==> config.mk <==
export PLATFORM = sky130hd
export DESIGN_NAME = ram_init_save_client_port
export DESIGN_NICKNAME = d
export VERILOG_FILES = /design/src/hw/ram_init_pkg.sv /design/src/hw/save_fifo_if.sv /design/src/hw/save_fifo.sv /design/src/hw/ram_init_save_client_port.sv
export VERILOG_INCLUDE_DIRS = /design/src /design/src/hw
export SDC_FILE = /design/constraint.sdc
export NUM_CORES = 1
export LEC_CHECK = 0
export CORE_ASPECT_RATIO = 1.75
export CORE_UTILIZATION = 40
export CTS_BUF_LIST = sky130_fd_sc_hd__clkbuf_4
export DETAILED_ROUTE_END_ITERATION = 8
export DONT_BUFFER_PORTS = 1
export SLEW_MARGIN = 20
export SYNTH_ARGS = -nofsm -noshare
export SYNTH_HDL_FRONTEND = slang
export SYNTH_SLANG_ARGS = --single-unit
==> constraint.sdc <==
create_clock -name clk_i -period 5.7 [get_ports clk_i]
set_clock_uncertainty 0.2 [all_clocks]
set_input_delay 0.855 -clock clk_i [delete_from_list [all_inputs] [get_ports clk_i]]
set_output_delay 0.855 -clock clk_i [all_outputs]
set_load 0.03 [all_outputs]
==> src/hw/ram_init_regs.svh <==
`ifndef RAM_INIT_REGS_SVH
`define RAM_INIT_REGS_SVH

// width of one flash/ram word as moved by this client
`define RI_WORD_W        9
// most significant bit of a word, dropped in eight-bit mode
`define RI_WORD_MSB      8
// value the save bus is taken to hold after flash system reset
`define RI_WORD_RESET    9'h000
// mask that keeps the eight low data bits
`define RI_BYTE_MASK     9'h0FF
// count that ends the save wait; the synchronised bus is sampled six cycles after the save read address is issued
`define RI_SAVE_WAIT     4'h4
// cycles the save-done flag stays high
`define RI_DONE_HOLD     4'h4
// depth of the save data fifo
`define RI_FIFO_DEPTH    4

`endif

==> src/hw/ram_init_pkg.sv <==
package ram_init_pkg;
   // sequencer states, one bit changing per step except IADDR or IDATA to HOLD and SPUSH back to SADDR
   typedef enum logic [2:0] {
      ST_IDLE  = 3'h0,                    // waiting for init or save
      ST_IADDR = 3'h1,                    // init address presented
      ST_IDATA = 3'h3,                    // init data and strobe presented
      ST_SADDR = 3'h2,                    // save read address issued
      ST_SWAIT = 3'h6,                    // waiting for ram data to cross
      ST_SPUSH = 3'h7,                    // pushing word into fifo
      ST_DONE  = 3'h5,                    // save-done flag high
      ST_HOLD  = 3'h4                     // waiting for init done or request low
   } seq_state_t;

   typedef logic [8:0] word_t;            // one client data word
endpackage : ram_init_pkg

==> src/hw/save_fifo_if.sv <==
`timescale 1ns/100ps
// carries the save data stream into and out of the fifo
interface save_fifo_if #(
   parameter int W = 9
);
   logic [W-1:0] push_data;               // word to store
   logic         push_valid;              // word offered
   logic         push_ready;              // fifo has room
   logic [W-1:0] pop_data;                // oldest word, registered
   logic         pop_valid;               // pop_data holds a word
   logic         pop_ready;               // consumer takes the word
   logic         empty;                   // nothing stored or staged

   modport fill (output push_data, output push_valid, input push_ready,
                 input pop_data, input pop_valid, output pop_ready, input empty);
   modport store (input push_data, input push_valid, output push_ready,
                  output pop_data, output pop_valid, input pop_ready, output empty);
endinterface : save_fifo_if

==> src/hw/save_fifo.sv <==
`timescale 1ns/100ps
// small fifo with a registered read stage; full stalls the producer
module save_fifo #(
   parameter int W = 9,                   // word width
   parameter int D = 4                    // storage depth
) (
   input  wire logic clk_i,               // init clock
   input  wire logic rst_i,               // sync reset, active high
   save_fifo_if.store f                   // push and pop sides
);
   localparam int PW = (D > 1) ? $clog2(D) : 1;

   logic [W-1:0]  mem [D];                // storage array
   logic [PW-1:0] wp_q;                   // write pointer
   logic [PW-1:0] rp_q;                   // read pointer
   logic [PW:0]   cnt_q;                  // words in storage
   logic [W-1:0]  od_q;                   // registered read data
   logic          ov_q;                   // read register holds a word

   // pointer wrap for any depth, not only powers of two
   function automatic logic [PW-1:0] nxt(input logic [PW-1:0] p);
      nxt = (p == PW'(D - 1)) ? '0 : p + 1'b1;
   endfunction : nxt

   wire push = f.push_valid && f.push_ready;
   wire load = (cnt_q != '0) && (!ov_q || f.pop_ready);

   assign f.push_ready = (cnt_q != (PW + 1)'(D));
   assign f.pop_data   = od_q;
   assign f.pop_valid  = ov_q;
   assign f.empty      = (cnt_q == '0) && !ov_q;

   // storage writes carry no reset; pointers guard them
   always_ff @(posedge clk_i) begin
      if (push) begin
         mem[wp_q] <= f.push_data;
      end
   end

   // pointers, count and the read register
   always_ff @(posedge clk_i) begin
      if (rst_i) begin
         wp_q  <= '0;
         rp_q  <= '0;
         cnt_q <= '0;
         ov_q  <= 1'b0;
         od_q  <= '0;
      end else begin
         if (push) begin
            wp_q <= nxt(wp_q);
         end
         if (load) begin
            rp_q <= nxt(rp_q);
            od_q <= mem[rp_q];
            ov_q <= 1'b1;
         end else if (f.pop_ready) begin
            ov_q <= 1'b0;
         end
         cnt_q <= cnt_q + (PW + 1)'(push) - (PW + 1)'(load);
      end
   end
endmodule : save_fifo

==> src/hw/ram_init_save_client_port.sv <==
`timescale 1ns/100ps
`include "ram_init_regs.svh"

// Overview of operation
// one high strobe per block, low after reset
// strobes change only on init clock edges
// keep client selected until all addresses visited
// no other client selected before we finish
// client signals active only during init or save
// save ports only meaningful when save enabled
// requester holds save request low during init
// requester holds request until done, then drops
// save-done resets low, pulses several cycles
// data-available high through save, low after
// nine-bit save bus, zero after reset
// store nine or eight low bits
// init: address, then data with strobe
// save: address, ram data, then store
// shared ram clock at most 10 MHz
// ascending addresses, one word per strobe
module ram_init_save_client_port
   import ram_init_pkg::*;
#(
   parameter int NBLK    = 2,             // ram blocks in the client
   parameter int AW      = 8,             // address bits per block
   parameter bit SAVE_EN = 1'b1,          // on-demand save selected
   parameter bit DATA9   = 1'b1           // store all nine bits
) (
   input  wire logic                  clk_i,                      // init clock, 50 MHz
   input  wire logic                  rst_i,                      // flash system reset, sync high
   input  wire logic                  power_up_i,                 // power-up init request
   input  wire logic                  init_done_i,                // init complete
   input  wire ram_init_pkg::word_t   init_data_i,                // word read from flash
   input  wire logic                  init_valid_i,               // init word offered
   output logic                       init_ready_o,               // init word wanted
   input  wire logic                  save_req_i,                 // save request
   input  wire logic [NBLK-1:0]       ram_block_data_available_i, // per block data available
   input  wire logic [NBLK*9-1:0]     ram_read_data_out_i,        // per block save buses
   output logic [NBLK-1:0]            ram_block_write_strobe_o,   // per block select/write
   output logic [AW-1:0]              ram_addr_o,                 // ram address
   output ram_init_pkg::word_t        ram_wdata_o,                // init write data
   output logic                       client_active_o,            // client holds the init engine
   output logic                       save_done_o,                // save complete flag
   output ram_init_pkg::word_t        page_data_o,                // word to flash page buffer
   output logic                       page_valid_o,               // page word offered
   input  wire logic                  page_ready_i                // page buffer takes word
);
   import ram_init_pkg::*;

   // block index width; one bit even for a single block
   localparam int BW = (NBLK > 1) ? $clog2(NBLK) : 1;

   // each _d below is the next value from the comb block
   seq_state_t         st_q;             // sequencer state
   seq_state_t         st_d;
   logic [AW-1:0]      addr_q;           // current ram address
   logic [AW-1:0]      addr_d;
   logic [BW-1:0]      blk_q;            // current ram block
   logic [BW-1:0]      blk_d;
   logic [NBLK-1:0]    stb_q;            // per block strobes
   logic [NBLK-1:0]    stb_d;
   word_t              wdata_q;          // init write data
   word_t              wdata_d;
   logic               rdy_q;            // init word wanted
   logic               rdy_d;
   logic               act_q;            // client selected
   logic               act_d;
   logic               done_q;           // save-done flag
   logic               done_d;
   logic [3:0]         cnt_q;            // wait and hold counter
   logic [3:0]         cnt_d;
   logic               fin_q;            // power-up init already served
   logic               fin_d;
   logic               save_q;           // current sequence is a save
   logic               save_d;

   // three-stage capture of the save buses, which change on the ram read clock
   word_t              s1_q [NBLK];      // first stage, read only by s2
   word_t              s2_q [NBLK];
   word_t              s3_q [NBLK];

   save_fifo_if #(.W(`RI_WORD_W)) sq (); // save data path

   // next address, shared by init and save sweeps
   // wraps to zero past the top; the block step relies on it
   function automatic logic [AW-1:0] step_addr(input logic [AW-1:0] a);
      step_addr = a + AW'(1);
   endfunction : step_addr

   // one-hot select of a block
   // an index past the last block selects none
   function automatic logic [NBLK-1:0] onehot(input logic [BW-1:0] b);
      onehot = NBLK'(1) << b;
   endfunction : onehot

   // decode of the running conditions
   // fin_q stops a second init while power-up stays high
   wire init_run  = power_up_i && !init_done_i && !fin_q;
   wire save_run  = SAVE_EN && save_req_i && init_done_i;
   wire last_addr = (addr_q == {AW{1'b1}});
   wire last_blk  = (blk_q == BW'(NBLK - 1));
   wire init_take = init_valid_i && rdy_q;
   // the wait covers the ram read edge and the capture stages
   wire wait_end  = (cnt_q == `RI_SAVE_WAIT);
   wire hold_end  = (cnt_q == `RI_DONE_HOLD);
   word_t sel_s2;
   word_t sel_s3;
   assign sel_s2  = s2_q[blk_q];
   assign sel_s3  = s3_q[blk_q];
   // a word counts only once the second and third stages agree
   wire bus_stable = (sel_s2 == sel_s3);
   // eight-bit mode keeps the low byte, bit 8 cleared
   wire word_t save_word = DATA9 ? sel_s3 : (sel_s3 & `RI_BYTE_MASK);

   // fifo sits between the ram read data and the flash page buffer
   // it lets the sweep run five words ahead of a slow page buffer, four in storage and one in the read register
   assign sq.push_data  = save_word;
   assign sq.push_valid = (st_q == ST_SPUSH) && bus_stable;
   assign sq.pop_ready  = page_ready_i;

   save_fifo #(
      .W (`RI_WORD_W),
      .D (`RI_FIFO_DEPTH)
   ) u_fifo (
      .clk_i (clk_i),
      .rst_i (rst_i),
      .f     (sq)
   );

   // sequencer next state; strobes are recomputed so each lasts one cycle
   always_comb begin
      st_d    = st_q;
      addr_d  = addr_q;
      blk_d   = blk_q;
      stb_d   = '0;
      wdata_d = wdata_q;
      rdy_d   = 1'b0;
      act_d   = act_q;
      done_d  = 1'b0;
      cnt_d   = cnt_q;
      fin_d   = fin_q;
      save_d  = save_q;
      unique case (st_q)
         ST_IDLE: begin
            // a sweep always starts at block 0, address 0
            addr_d = '0;
            blk_d  = '0;
            cnt_d  = '0;
            if (init_run) begin
               // init has priority; the save request must be low now anyway
               st_d   = ST_IADDR;
               act_d  = 1'b1;
               save_d = 1'b0;
               rdy_d  = 1'b1;
            end else if (save_run) begin
               st_d   = ST_SADDR;
               act_d  = 1'b1;
               save_d = 1'b1;
               stb_d  = onehot('0) & ram_block_data_available_i;
            end
         end

         ST_IADDR: begin
            // address stands; wait for the flash word
            if (!init_run) begin
               st_d  = ST_HOLD;
            end else if (init_take) begin
               st_d    = ST_IDATA;
               wdata_d = init_data_i;
               stb_d   = onehot(blk_q);
            end else begin
               rdy_d = 1'b1;
            end
         end

         ST_IDATA: begin
            // ram captures on this edge; move on
            if (last_addr && last_blk) begin
               st_d  = ST_HOLD;
               fin_d = 1'b1;
               act_d = 1'b0;
            end else begin
               st_d   = ST_IADDR;
               addr_d = step_addr(addr_q);
               blk_d  = last_addr ? blk_q + BW'(1) : blk_q;
               rdy_d  = 1'b1;
            end
         end

         ST_SADDR: begin
            // ram answers next edge, then the bus crosses three stages
            st_d  = ST_SWAIT;
            cnt_d = '0;
         end

         ST_SWAIT: begin
            // count out the read edge and the capture stages
            cnt_d = cnt_q + 4'h1;
            if (wait_end) begin
               st_d = ST_SPUSH;
            end
         end

         ST_SPUSH: begin
            // full fifo stalls the sweep here until the page buffer drains
            if (sq.push_ready && bus_stable) begin
               if (last_addr && last_blk) begin
                  st_d  = ST_DONE;
                  cnt_d = '0;
               end else begin
                  st_d   = ST_SADDR;
                  addr_d = step_addr(addr_q);
                  blk_d  = last_addr ? blk_q + BW'(1) : blk_q;
                  stb_d  = onehot(last_addr ? blk_q + BW'(1) : blk_q)
                           & ram_block_data_available_i;
               end
            end
         end

         ST_DONE: begin
            // done only once every word has left the fifo
            if (sq.empty) begin
               done_d = 1'b1;
               cnt_d  = cnt_q + 4'h1;
               // active drops with the flag, releasing the engine
               if (hold_end) begin
                  done_d = 1'b0;
                  st_d   = ST_HOLD;
                  act_d  = 1'b0;
               end
            end
         end

         ST_HOLD: begin
            // wait for the requester to drop the save or for init to finish
            act_d = 1'b0;
            if (save_q ? !save_req_i : !init_run) begin
               st_d = ST_IDLE;
            end
         end

         default: begin
            st_d  = ST_IDLE;
            act_d = 1'b0;
         end
      endcase
   end

   // sequencer registers; all outputs but the page word and page valid come straight from these
   // everything resets here, so a cut sweep leaves nothing behind
   always_ff @(posedge clk_i) begin
      if (rst_i) begin
         st_q    <= ST_IDLE;
         addr_q  <= '0;
         blk_q   <= '0;
         stb_q   <= '0;
         wdata_q <= `RI_WORD_RESET;
         rdy_q   <= 1'b0;
         act_q   <= 1'b0;
         done_q  <= 1'b0;
         cnt_q   <= '0;
         fin_q   <= 1'b0;
         save_q  <= 1'b0;
      end else begin
         st_q    <= st_d;
         addr_q  <= addr_d;
         blk_q   <= blk_d;
         stb_q   <= stb_d;
         wdata_q <= wdata_d;
         rdy_q   <= rdy_d;
         act_q   <= act_d;
         done_q  <= done_d;
         cnt_q   <= cnt_d;
         fin_q   <= fin_d;
         save_q  <= save_d;
      end
   end

   // save bus capture; reset value stands for the bus after reset
   // limitation: the bus must hold a word for two init clocks
   always_ff @(posedge clk_i) begin
      for (int b = 0; b < NBLK; b++) begin
         if (rst_i) begin
            s1_q[b] <= `RI_WORD_RESET;
            s2_q[b] <= `RI_WORD_RESET;
            s3_q[b] <= `RI_WORD_RESET;
         end else begin
            s1_q[b] <= ram_read_data_out_i[b*`RI_WORD_W +: `RI_WORD_W];
            s2_q[b] <= s1_q[b];
            s3_q[b] <= s2_q[b];
         end
      end
   end

   // outputs
   assign ram_block_write_strobe_o = stb_q;
   assign ram_addr_o               = addr_q;
   assign ram_wdata_o              = wdata_q;
   assign init_ready_o             = rdy_q;
   assign client_active_o          = act_q;
   assign save_done_o              = done_q;
   assign page_data_o              = sq.pop_data;
   assign page_valid_o             = sq.pop_valid;
endmodule : ram_init_save_client_port

==> flow_metrics.tcl, run 1 <==
set metrics [dict create \
    io_pins 68 \
    overflow 0 \
    regArea_um2 3160 \
    cts-resized-gates 0 \
    cp_top_family "simple AND/OR/NAND/NOR gates" \
    power_density_nw_per_um2 395 \
    cts_root_buffer "clkbuf_4" \
    finalNonFillerCells 701 \
    fp.dieH_um 160 \
    crit_path_start_kind "flip-flop" \
    hold_class "input port to flip-flop" \
    fin_tns_setup_ns 0 \
    slowest_stage "dfxtp_1" \
    area_growth_pct 6.80 \
    drc_errors 0 \
    synthArstFlopShare_pct 0 \
    fp.dieArea_um2 14700 \
    layout_min_cycle_time_ns 3.31 \
    die_w_um 92.1 \
    leakage_uw 0.00220 \
    worstSetupEndpointType "flip-flop" \
    clkSinkCount 140 \
    port_buffers 0 \
    final_util_pct 43.7 \
    grt_first_pass_wirelength_um 17800 \
    synth_cells 519 \
    multiInputGateArea_um2 2320 \
    synth.mux.area_fraction_pct 7.06 \
    ys_warn_count 0 \
    clk_pin_slew_worst_paths_ns 0.14 \
    synth_edf_count 36 \
    synth-seq-cells 140 \
    place_inst 668 \
    grt.total_usage_pct 15.8 \
    status "finished clean" \
    setup_violations 0 \
    synth_area_um2 5690 \
    antenna_found_initial 1 \
    synth_fa_ha_area_share_pct 2.99 \
    synth-simple-area-share_pct 17.9 \
    vias 3664 \
    critical_path_class "flip-flop to flip-flop" \
    fillers 1347 \
    fin_crit_sh_pct 58.0 \
    synthXorXnorAreaFrac_pct 2.16 \
    tightest_slew_ns 0.722 \
    core-area_um2 13900 \
    critPathBufInv 1 \
    crit_arrival_ns 3.53 \
    h-tree-depth 4 \
    drive_gt1_share_pct 11.1 \
    vias_per_cell 5.23 \
    hold_viol 0 \
    drv_slew 0 \
    vdd_drop_max_uv 144 \
    final_cell_mix "104 x dfxtp_1, 57 x nor2b_1, 36 x edfxtp_1" \
    layout_commonest_cell "dfxtp_1" \
    drt_iter0_drc 148 \
    fmax_ghz 0.302 \
    totalWireLength_um 10800 \
    dp_hpwl_um 7800 \
    ys.flop_type "dfxtp_1" \
    cts_setup_buffers 0 \
    start_util_pct 40.9 \
    syn_nets 568 \
    wl_per_cell_um 15.4 \
    clkLatencyLatePin_ns 0.52 \
    cts_made_buffers 17 \
    syn_area_per_cell_um2 11.0 \
    dpl-instance-area_um2 5790 \
    crit_chain "and2_1 > nand2_1 > nor4_4 > ha_1 > inv_1 > fa_1 > xor2_1 > xnor2_1 > nor2_1" \
    grt_pass1_vias 3618 \
    fin_nets 559 \
    synth-compound-area-share_pct 10.7 \
    synth_top_family_by_area "simple AND/OR/NAND/NOR gates" \
    drtPass1Iterations 4 \
    cts_tree "built" \
    post-route-cell-area_um2 6070 \
    relSlewSlack_pct 51.8 \
    ys_types 63 \
    cts_max_path_buffers 2 \
    gp_congestion 0.831 \
    cp.required_ns 5.93 \
    rows 57 \
    crit_fanout 20 \
    grt_max_degree 110 \
    critPathMaxStageDelay_ns 0.74 \
    ctsHoldBuffers 0 \
    ys_seq_area_share_pct 55.6 \
    ant_nets 0 \
    cap_violations 0 \
    rsz0062_at_grt "no" \
]
[cells in the mapped netlist, types with 9 or more instances]
master,n,area [µm²]
nor2b_1,57,357
edfxtp_1,36,1080
nor2_1,33,124
mux2i_1,12,120
o21ai_0,18,90.1
inv_1,24,90.1
ha_1,12,150
nor3_1,13,65.1
dfxtp_1,104,2080
mux4_2,9,203
a21oi_1,23,115
nand2_1,35,131
nand3_1,9,45.0
clkbuf_1,21,78.8
[registers in the layout (all words and copies together) (netlist names), 3 cells and up, named ones only]
name,count
u_fifo.mem,36
s1_q,18
s2_q,18
s3_q,18
ram_wdata_o,9
u_fifo.f.pop_data,9
ram_addr_o,8
cnt_q,4
st_q,3
u_fifo.cnt_q,3
[power by group]
group          internal [µW]  switching [µW]
combinational            222             263
sequential              1090             197
clock                    234             393
total                   1550             853
[final timing paths]
path	startpoint	endpoint	slack [ns]	cells past startpoint
max reg2reg	st_q[1]	u_fifo.cnt_q[2]	2.39	9
max	st_q[1]	u_fifo.cnt_q[2]	2.39	9
min	rst_i	s1_q[1][6]	0.20	1
min reg2reg	s1_q[0][3]	s2_q[0][3]	0.24	1
[routing by layer]
metal	part of all wire, %	track usage (%)	routed length (µm)
met3	3.1	4.14	336
met1	39	16.8	4220
met2	54	27.7	5890
met5	0	0	0
met4	3.5	8.81	377
[cell type report]
cell class | instances | share of cell area, %
diodes | 1 | 0.0412
well taps | 177 | 3.65
multi-input cells | 327 | 38.1
clock buffers | 17 | 2.10
inverters | 24 | 1.48
clock inverters | 15 | 2.49
flip-flops and latches | 140 | 52.1
[worst register-to-register path, cell delays in order, from the launching register on]
cell and delay, ns:
dfxtp_1 0.74, and2_1 0.49, nand2_1 0.19, nor4_4 0.59
ha_1 0.23, inv_1 0.05, fa_1 0.37, xor2_1 0.17
xnor2_1 0.13, nor2_1 0.06
[metrics by stage]
stage          setup WS, ns  hold WS, ns  total power (µW)
2_1_floorplan          2.79        0.214              1690
6_report               2.39        0.200              2400
5_1_grt                2.14        0.122              2550
3_5_place_dp           2.46        0.223              1800
3_3_place_gp           2.57        0.223              1790
4_1_cts                2.41        0.121              2430
[logic make-up after synthesis]
logic type,Yosys count
AOI/OAI and AO/OA,85
xor gates and xnor gates,14
adders and majority gates,13
buffers and inverters,52
DFF,140
muxes,28
and+or+nand+nor,187
Note: power is estimated with default switching activity, not from simulation.
==> run 2, diff against run 1 <==
Clock period 5.7 ns to 3.5 ns, I/O delays scaled along.
==> run 2 against run 1 <==
Against the previous run:
- core utilization grew 3.4 points
- clock power grew 88%
- combinational power grew 99%
- sequential share of layout area shrank 3.8 points
- setup slack lost 2.0 ns
- first-iteration DRC count grew 23%
- non-clock buffer count grew 43
- cell count grew 6.1%
- sequential cell count is the same
- register-to-register slack lost 2.0 ns
- hold slack lost 0.14 ns
- cell area grew 7.9%
- highest routed layer unchanged
==> flow_metrics.tcl, run 2 (synthesis gave the netlist of run 1 again) <==
set metrics [dict create \
    total_power_uw 4160 \
    cts_made_buffers 17 \
    critical_path_class "flip-flop to flip-flop" \
    hold_path_depth 2 \
    wl_met3_um 468 \
    cp.required_ns 3.69 \
    overflow 0 \
    hold_class "input port to flip-flop" \
    rows 57 \
    dp_hpwl_um 7650 \
    cts_root_buffer "clkbuf_4" \
    cts-resized-gates 0 \
    seq_power_share_pct 48.4 \
    grt.total_usage_pct 16.7 \
    antenna_found_initial 1 \
    finalNonFillerCells 744 \
    worst_hold_slack_ns 0.0612 \
    hold_viol 0 \
    grt_max_degree 107 \
    cap_violations 0 \
    core-area_um2 13900 \
    ctsHoldBuffers 33 \
    drt_iter0_drc 182 \
    r2r_cells 11 \
    clkLatencyLatePin_ns 0.51 \
    start_util_pct 40.9 \
    fin_crit_sh_pct 88.1 \
    m1WireLength_um 4520 \
    relSlewSlack_pct 53.6 \
    clkSinkCount 140 \
    vias_per_cell 5.09 \
    min_to "save_q" \
    pwr-share-clk_pct 28.4 \
    p_int_uw 2800 \
    cts_tree "built" \
    power_density_nw_per_um2 635 \
    wl_met2_um 6110 \
    place_inst 678 \
    die_w_um 92.1 \
    drtPass1Iterations 4 \
    power.switching_uw 1360 \
    cts_max_path_buffers 2 \
    r2r-end "ram_addr_o[3]" \
    grt_first_pass_wirelength_um 19000 \
    vias 3786 \
    fp.dieH_um 160 \
    status "finished clean" \
    io_pins 68 \
    totalWireLength_um 11400 \
    largest_reg_flops 36 \
    worstSetupEndpointType "flip-flop" \
    drv_slew 0 \
    fp.dieArea_um2 14700 \
    pwr-share-comb_pct 23.2 \
    tightest_slew_ns 0.690 \
    leakage_uw 0.00243 \
    fillers 1332 \
    ant_nets 0 \
    layout_commonest_cell "dfxtp_1" \
    r2r-start "ram_addr_o[0]" \
    area_growth_pct 15.2 \
    vdd_drop_max_uv 338 \
    port_buffers 0 \
    setup_violations 0 \
    gp_congestion 0.816 \
    largest_register "u_fifo.mem" \
    layout_min_cycle_time_ns 3.08 \
    wl_per_cell_um 15.3 \
    fmax_ghz 0.324 \
    drc_errors 0 \
    clk_pin_slew_worst_paths_ns 0.12 \
    grt_pass1_vias 3861 \
    fin_nets 602 \
    drive_gt1_share_pct 12.4 \
    crit_arrival_ns 3.27 \
    cts_setup_buffers 0 \
    fin_tns_setup_ns 0 \
    hp-start "save_req_i" \
    crit_fanout 8 \
    crit_path_start_kind "flip-flop" \
    switching_share_pct 32.7 \
    rsz0062_at_grt "no" \
    reg2reg_slack_ns 0.42 \
    highest_layer "met4" \
    final_cell_mix "104 x dfxtp_1, 57 x nor2b_1, 36 x edfxtp_1" \
    h-tree-depth 4 \
]
==> run 2: area by class of cell <==
class | count | area [µm²] | share of cell area, %
inverters | 24 | 90.1 | 1.38
well taps | 177 | 221 | 3.38
multi-input cells | 327 | 2320 | 35.4
flip-flops and latches | 140 | 3160 | 48.3
clock inverters | 13 | 191 | 2.92
clock buffers | 19 | 143 | 2.18
repair buffers | 43 | 423 | 6.46
diodes | 1 | 2.50 | 0.0382
==> run 2: critical path: stages (launching register included) <==
cell     delay, ns
dfxtp_1       0.46
ha_1          0.28
and3_1        0.22
and3_1        0.19
nand3_1       0.10
inv_1         0.05
ha_1          0.22
inv_1         0.15
nand2_1       0.18
or4_1         0.64
nor2_1        0.18
o22ai_1       0.08
==> run 2: per-stage QoR <==
stage          util, %  setup slack, ns  cell area, µm²
6_report          47.1            0.418            6550
5_1_grt           47.1            0.164            6550
4_1_cts           47.1            0.416            6550
3_5_place_dp      42.2            0.454            5870
3_3_place_gp      42.2            0.546            5870
2_1_floorplan        -            0.729            5690
==> run 2: power groups by stage <==
stage | Combinational, µW | Sequential (µW) | Clock, µW
floorplan | 771 | 1990 | 0
global placement | 900 | 2060 | 0
detailed placement | 926 | 2060 | 0
CTS | 981 | 2020 | 1220
global route | 1100 | 2040 | 1290
finish | 966 | 2010 | 1180
==> run 2: how the worst max path moves through the flow <==
| stage | from | endpoint | slack (ns) | cells after the start |
|---|---|---|---|---|
| detailed placement | ram_addr_o[0] | ram_addr_o[4] | 0.45 | 11 |
| floorplan | ram_addr_o[0] | ram_addr_o[5] | 0.73 | 11 |
| finish | ram_addr_o[0] | ram_addr_o[3] | 0.42 | 11 |
| global route | ram_addr_o[0] | ram_addr_o[0] | 0.16 | 11 |
| global placement | ram_addr_o[0] | ram_addr_o[6] | 0.55 | 11 |
| CTS | ram_addr_o[0] | ram_addr_o[3] | 0.42 | 11 |
==> run 2: routing by layer <==
metal | vias to the layer above | global-route usage (%)
met3 | 20 | 4.24
met1 | 1800 | 18.3
met4 | 0 | 8.38
met5 | - | 0
li1 | 1887 | -
met2 | 79 | 29.2
==> run 3, diff against run 2 <==
==> constraint.sdc (replaced) <==
create_clock -name clk_i -period 3.5 [get_ports clk_i]
set_clock_uncertainty 0.2 [all_clocks]
set_input_delay 0.875 -clock clk_i [delete_from_list [all_inputs] [get_ports clk_i]]
set_output_delay 0.875 -clock clk_i [all_outputs]
set_load 0.03 [all_outputs]
==> run 3 against run 2 <==
Against the previous run:
- routed wire length down 5.8%
- critical path depth up 1
- clock power down 12%
- setup slack worse by 0.029 ns
- via count down 4.2%
- core utilization down 2.8 points
- maximum frequency down 0.93%
- largest cell class unchanged
==> flow_metrics.tcl, run 3 (synthesis gave the netlist of run 1 again) <==
set metrics [dict create \
    fp.dieArea_um2 14700 \
    use_met3_pct 4.33 \
    fmax_ghz 0.321 \
    critPathBufInv 3 \
    ctsHoldBuffers 0 \
    antenna_found_initial 1 \
    fin_tns_setup_ns 0 \
    worstSetupEndpointType "flip-flop" \
    drive_gt1_share_pct 13.1 \
    hp-start "rst_i" \
    grt_first_pass_wirelength_um 17900 \
    drv_slew 0 \
    wl_per_cell_um 15.1 \
    layout_commonest_cell "dfxtp_1" \
    slowest_stage "dfxtp_1" \
    clk_pin_slew_worst_paths_ns 0.12 \
    drtPass1Iterations 4 \
    die_w_um 92.1 \
    setup_violations 0 \
    cts_made_buffers 17 \
    critical_path_class "flip-flop to flip-flop" \
    hold_class "input port to flip-flop" \
    place_ws_ns 0.446 \
    grt.total_usage_pct 15.7 \
    crit_path_start_kind "flip-flop" \
    final_cell_mix "104 x dfxtp_1, 57 x nor2b_1, 36 x edfxtp_1" \
    core-area_um2 13900 \
    cp_top_family "simple AND/OR/NAND/NOR gates" \
    grt_max_degree 110 \
    cts_max_path_buffers 2 \
    hold_viol 0 \
    reg2reg_slack_ns 0.39 \
    cts_tree "built" \
    min_to "s1_q[0][7]" \
    cts_setup_buffers 0 \
    overflow 0 \
    leakage_uw 0.00226 \
    r2r-start "ram_addr_o[0]" \
    start_util_pct 40.9 \
    vias 3628 \
    area_growth_pct 8.34 \
    crit_fanout 5 \
    place_inst 679 \
    cap_violations 0 \
    largest_reg_flops 36 \
    dp_hpwl_um 7550 \
    rows 57 \
    largest_register "u_fifo.mem" \
    grt_use_met2_pct 28.0 \
    relSlewSlack_pct 52.8 \
    crit_chain "ha_1 > and3_1 > and3_1 > nand3_1 > inv_1 > ha_1 > inv_1 > a31oi_1 > buf_4 > a21oi_1 > or3b_2 > o32ai_1" \
    cp.required_ns 3.73 \
    fillers 1375 \
    status "finished clean" \
    io_pins 68 \
    cts_root_buffer "clkbuf_4" \
    fin_crit_sh_pct 88.9 \
    crit_arrival_ns 3.34 \
    critPathMaxStageDelay_ns 0.59 \
    clkSinkCount 140 \
    total_power_uw 3990 \
    layout_min_cycle_time_ns 3.11 \
    r2r-end "ram_addr_o[5]" \
    drc_errors 0 \
    r2r_cells 12 \
    fin_nets 570 \
    port_buffers 0 \
    h-tree-depth 4 \
    hold_path_depth 1 \
    worst_hold_slack_ns 0.207 \
    fp.dieH_um 160 \
    rsz0062_at_grt "no" \
    grt_pass1_vias 3595 \
    power_density_nw_per_um2 647 \
    vdd_drop_max_uv 279 \
    gr-usage-met1_pct 17.2 \
    ant_nets 0 \
    totalWireLength_um 10700 \
    drt_iter0_drc 183 \
    clkLatencyLatePin_ns 0.53 \
    gp_congestion 0.784 \
    top_usage_layer "met2" \
    cts-resized-gates 0 \
    finalWorstSetupSlack_ns 0.389 \
    finalNonFillerCells 712 \
    tightest_slew_ns 0.702 \
    vias_per_cell 5.10 \
]
## run 3: cell count changes in the layout (fill, tap and decap cells not counted), sizes merged
cell	delta
clkinvlp	+1
dlygate4sd3	-32
bufinv	-2
clkinv	-1
inv	+2
## run 3: report_power, final
group	switching, µW	total, µW	internal, µW	leakage (µW)
clock	591	1040	448	0.000160
combinational	525	937	412	0.000921
sequential	232	2010	1780	0.00118
## run 3: worst reg2reg max path, delay by kind of cell, from the launching register on
kind / cells / cell delay, ns
adder cells (fa/ha/maj): 2 / 0.47
AND/OR/NAND/NOR: 4 / 0.95
buffers and inverters: 3 / 0.39
flip-flops: 1 / 0.59
AO/OA/AOI/OAI: 3 / 0.42
## run 3: worst max path at each step
stage / start / to / slack (ns) / cells after the start
after CTS: ram_addr_o[0] / ram_addr_o[5] / 0.40 / 12
final: ram_addr_o[0] / ram_addr_o[5] / 0.39 / 12
after global routing: ram_addr_o[0] / ram_addr_o[5] / 0.15 / 12
after floorplan: page_ready_i / u_fifo.cnt_q[2] / 0.57 / 12
after global placement: ram_addr_o[0] / ram_addr_o[6] / 0.55 / 11
after detailed placement: ram_addr_o[0] / ram_addr_o[5] / 0.45 / 12
## run 3: layer usage
layer | vias to the layer above | part of all wire (%)
met5 | - | 0
met4 | 0 | 2.1
met3 | 15 | 3.9
met2 | 77 | 54
met1 | 1715 | 40
li1 | 1821 | -
## run 3: through the flow
stage | instance area, µm² | util [%]
2_1_floorplan | 5690 | -
3_3_place_gp | 5870 | 42.2
5_1_grt | 6160 | 44.3
3_5_place_dp | 5870 | 42.2
6_report | 6160 | 44.3
4_1_cts | 6160 | 44.3
## run 3: layout make-up
cell class | instances | area [µm²] | area share, %
antenna | 1 | 2.50 | 0.0406
clock buffer | 19 | 143 | 2.32
tap | 177 | 221 | 3.60
sequential | 140 | 3160 | 51.4
inverter | 24 | 90.1 | 1.46
clock inverter | 13 | 141 | 2.30
timing repair buffer | 11 | 82.6 | 1.34
multi-input combinational | 327 | 2320 | 37.6
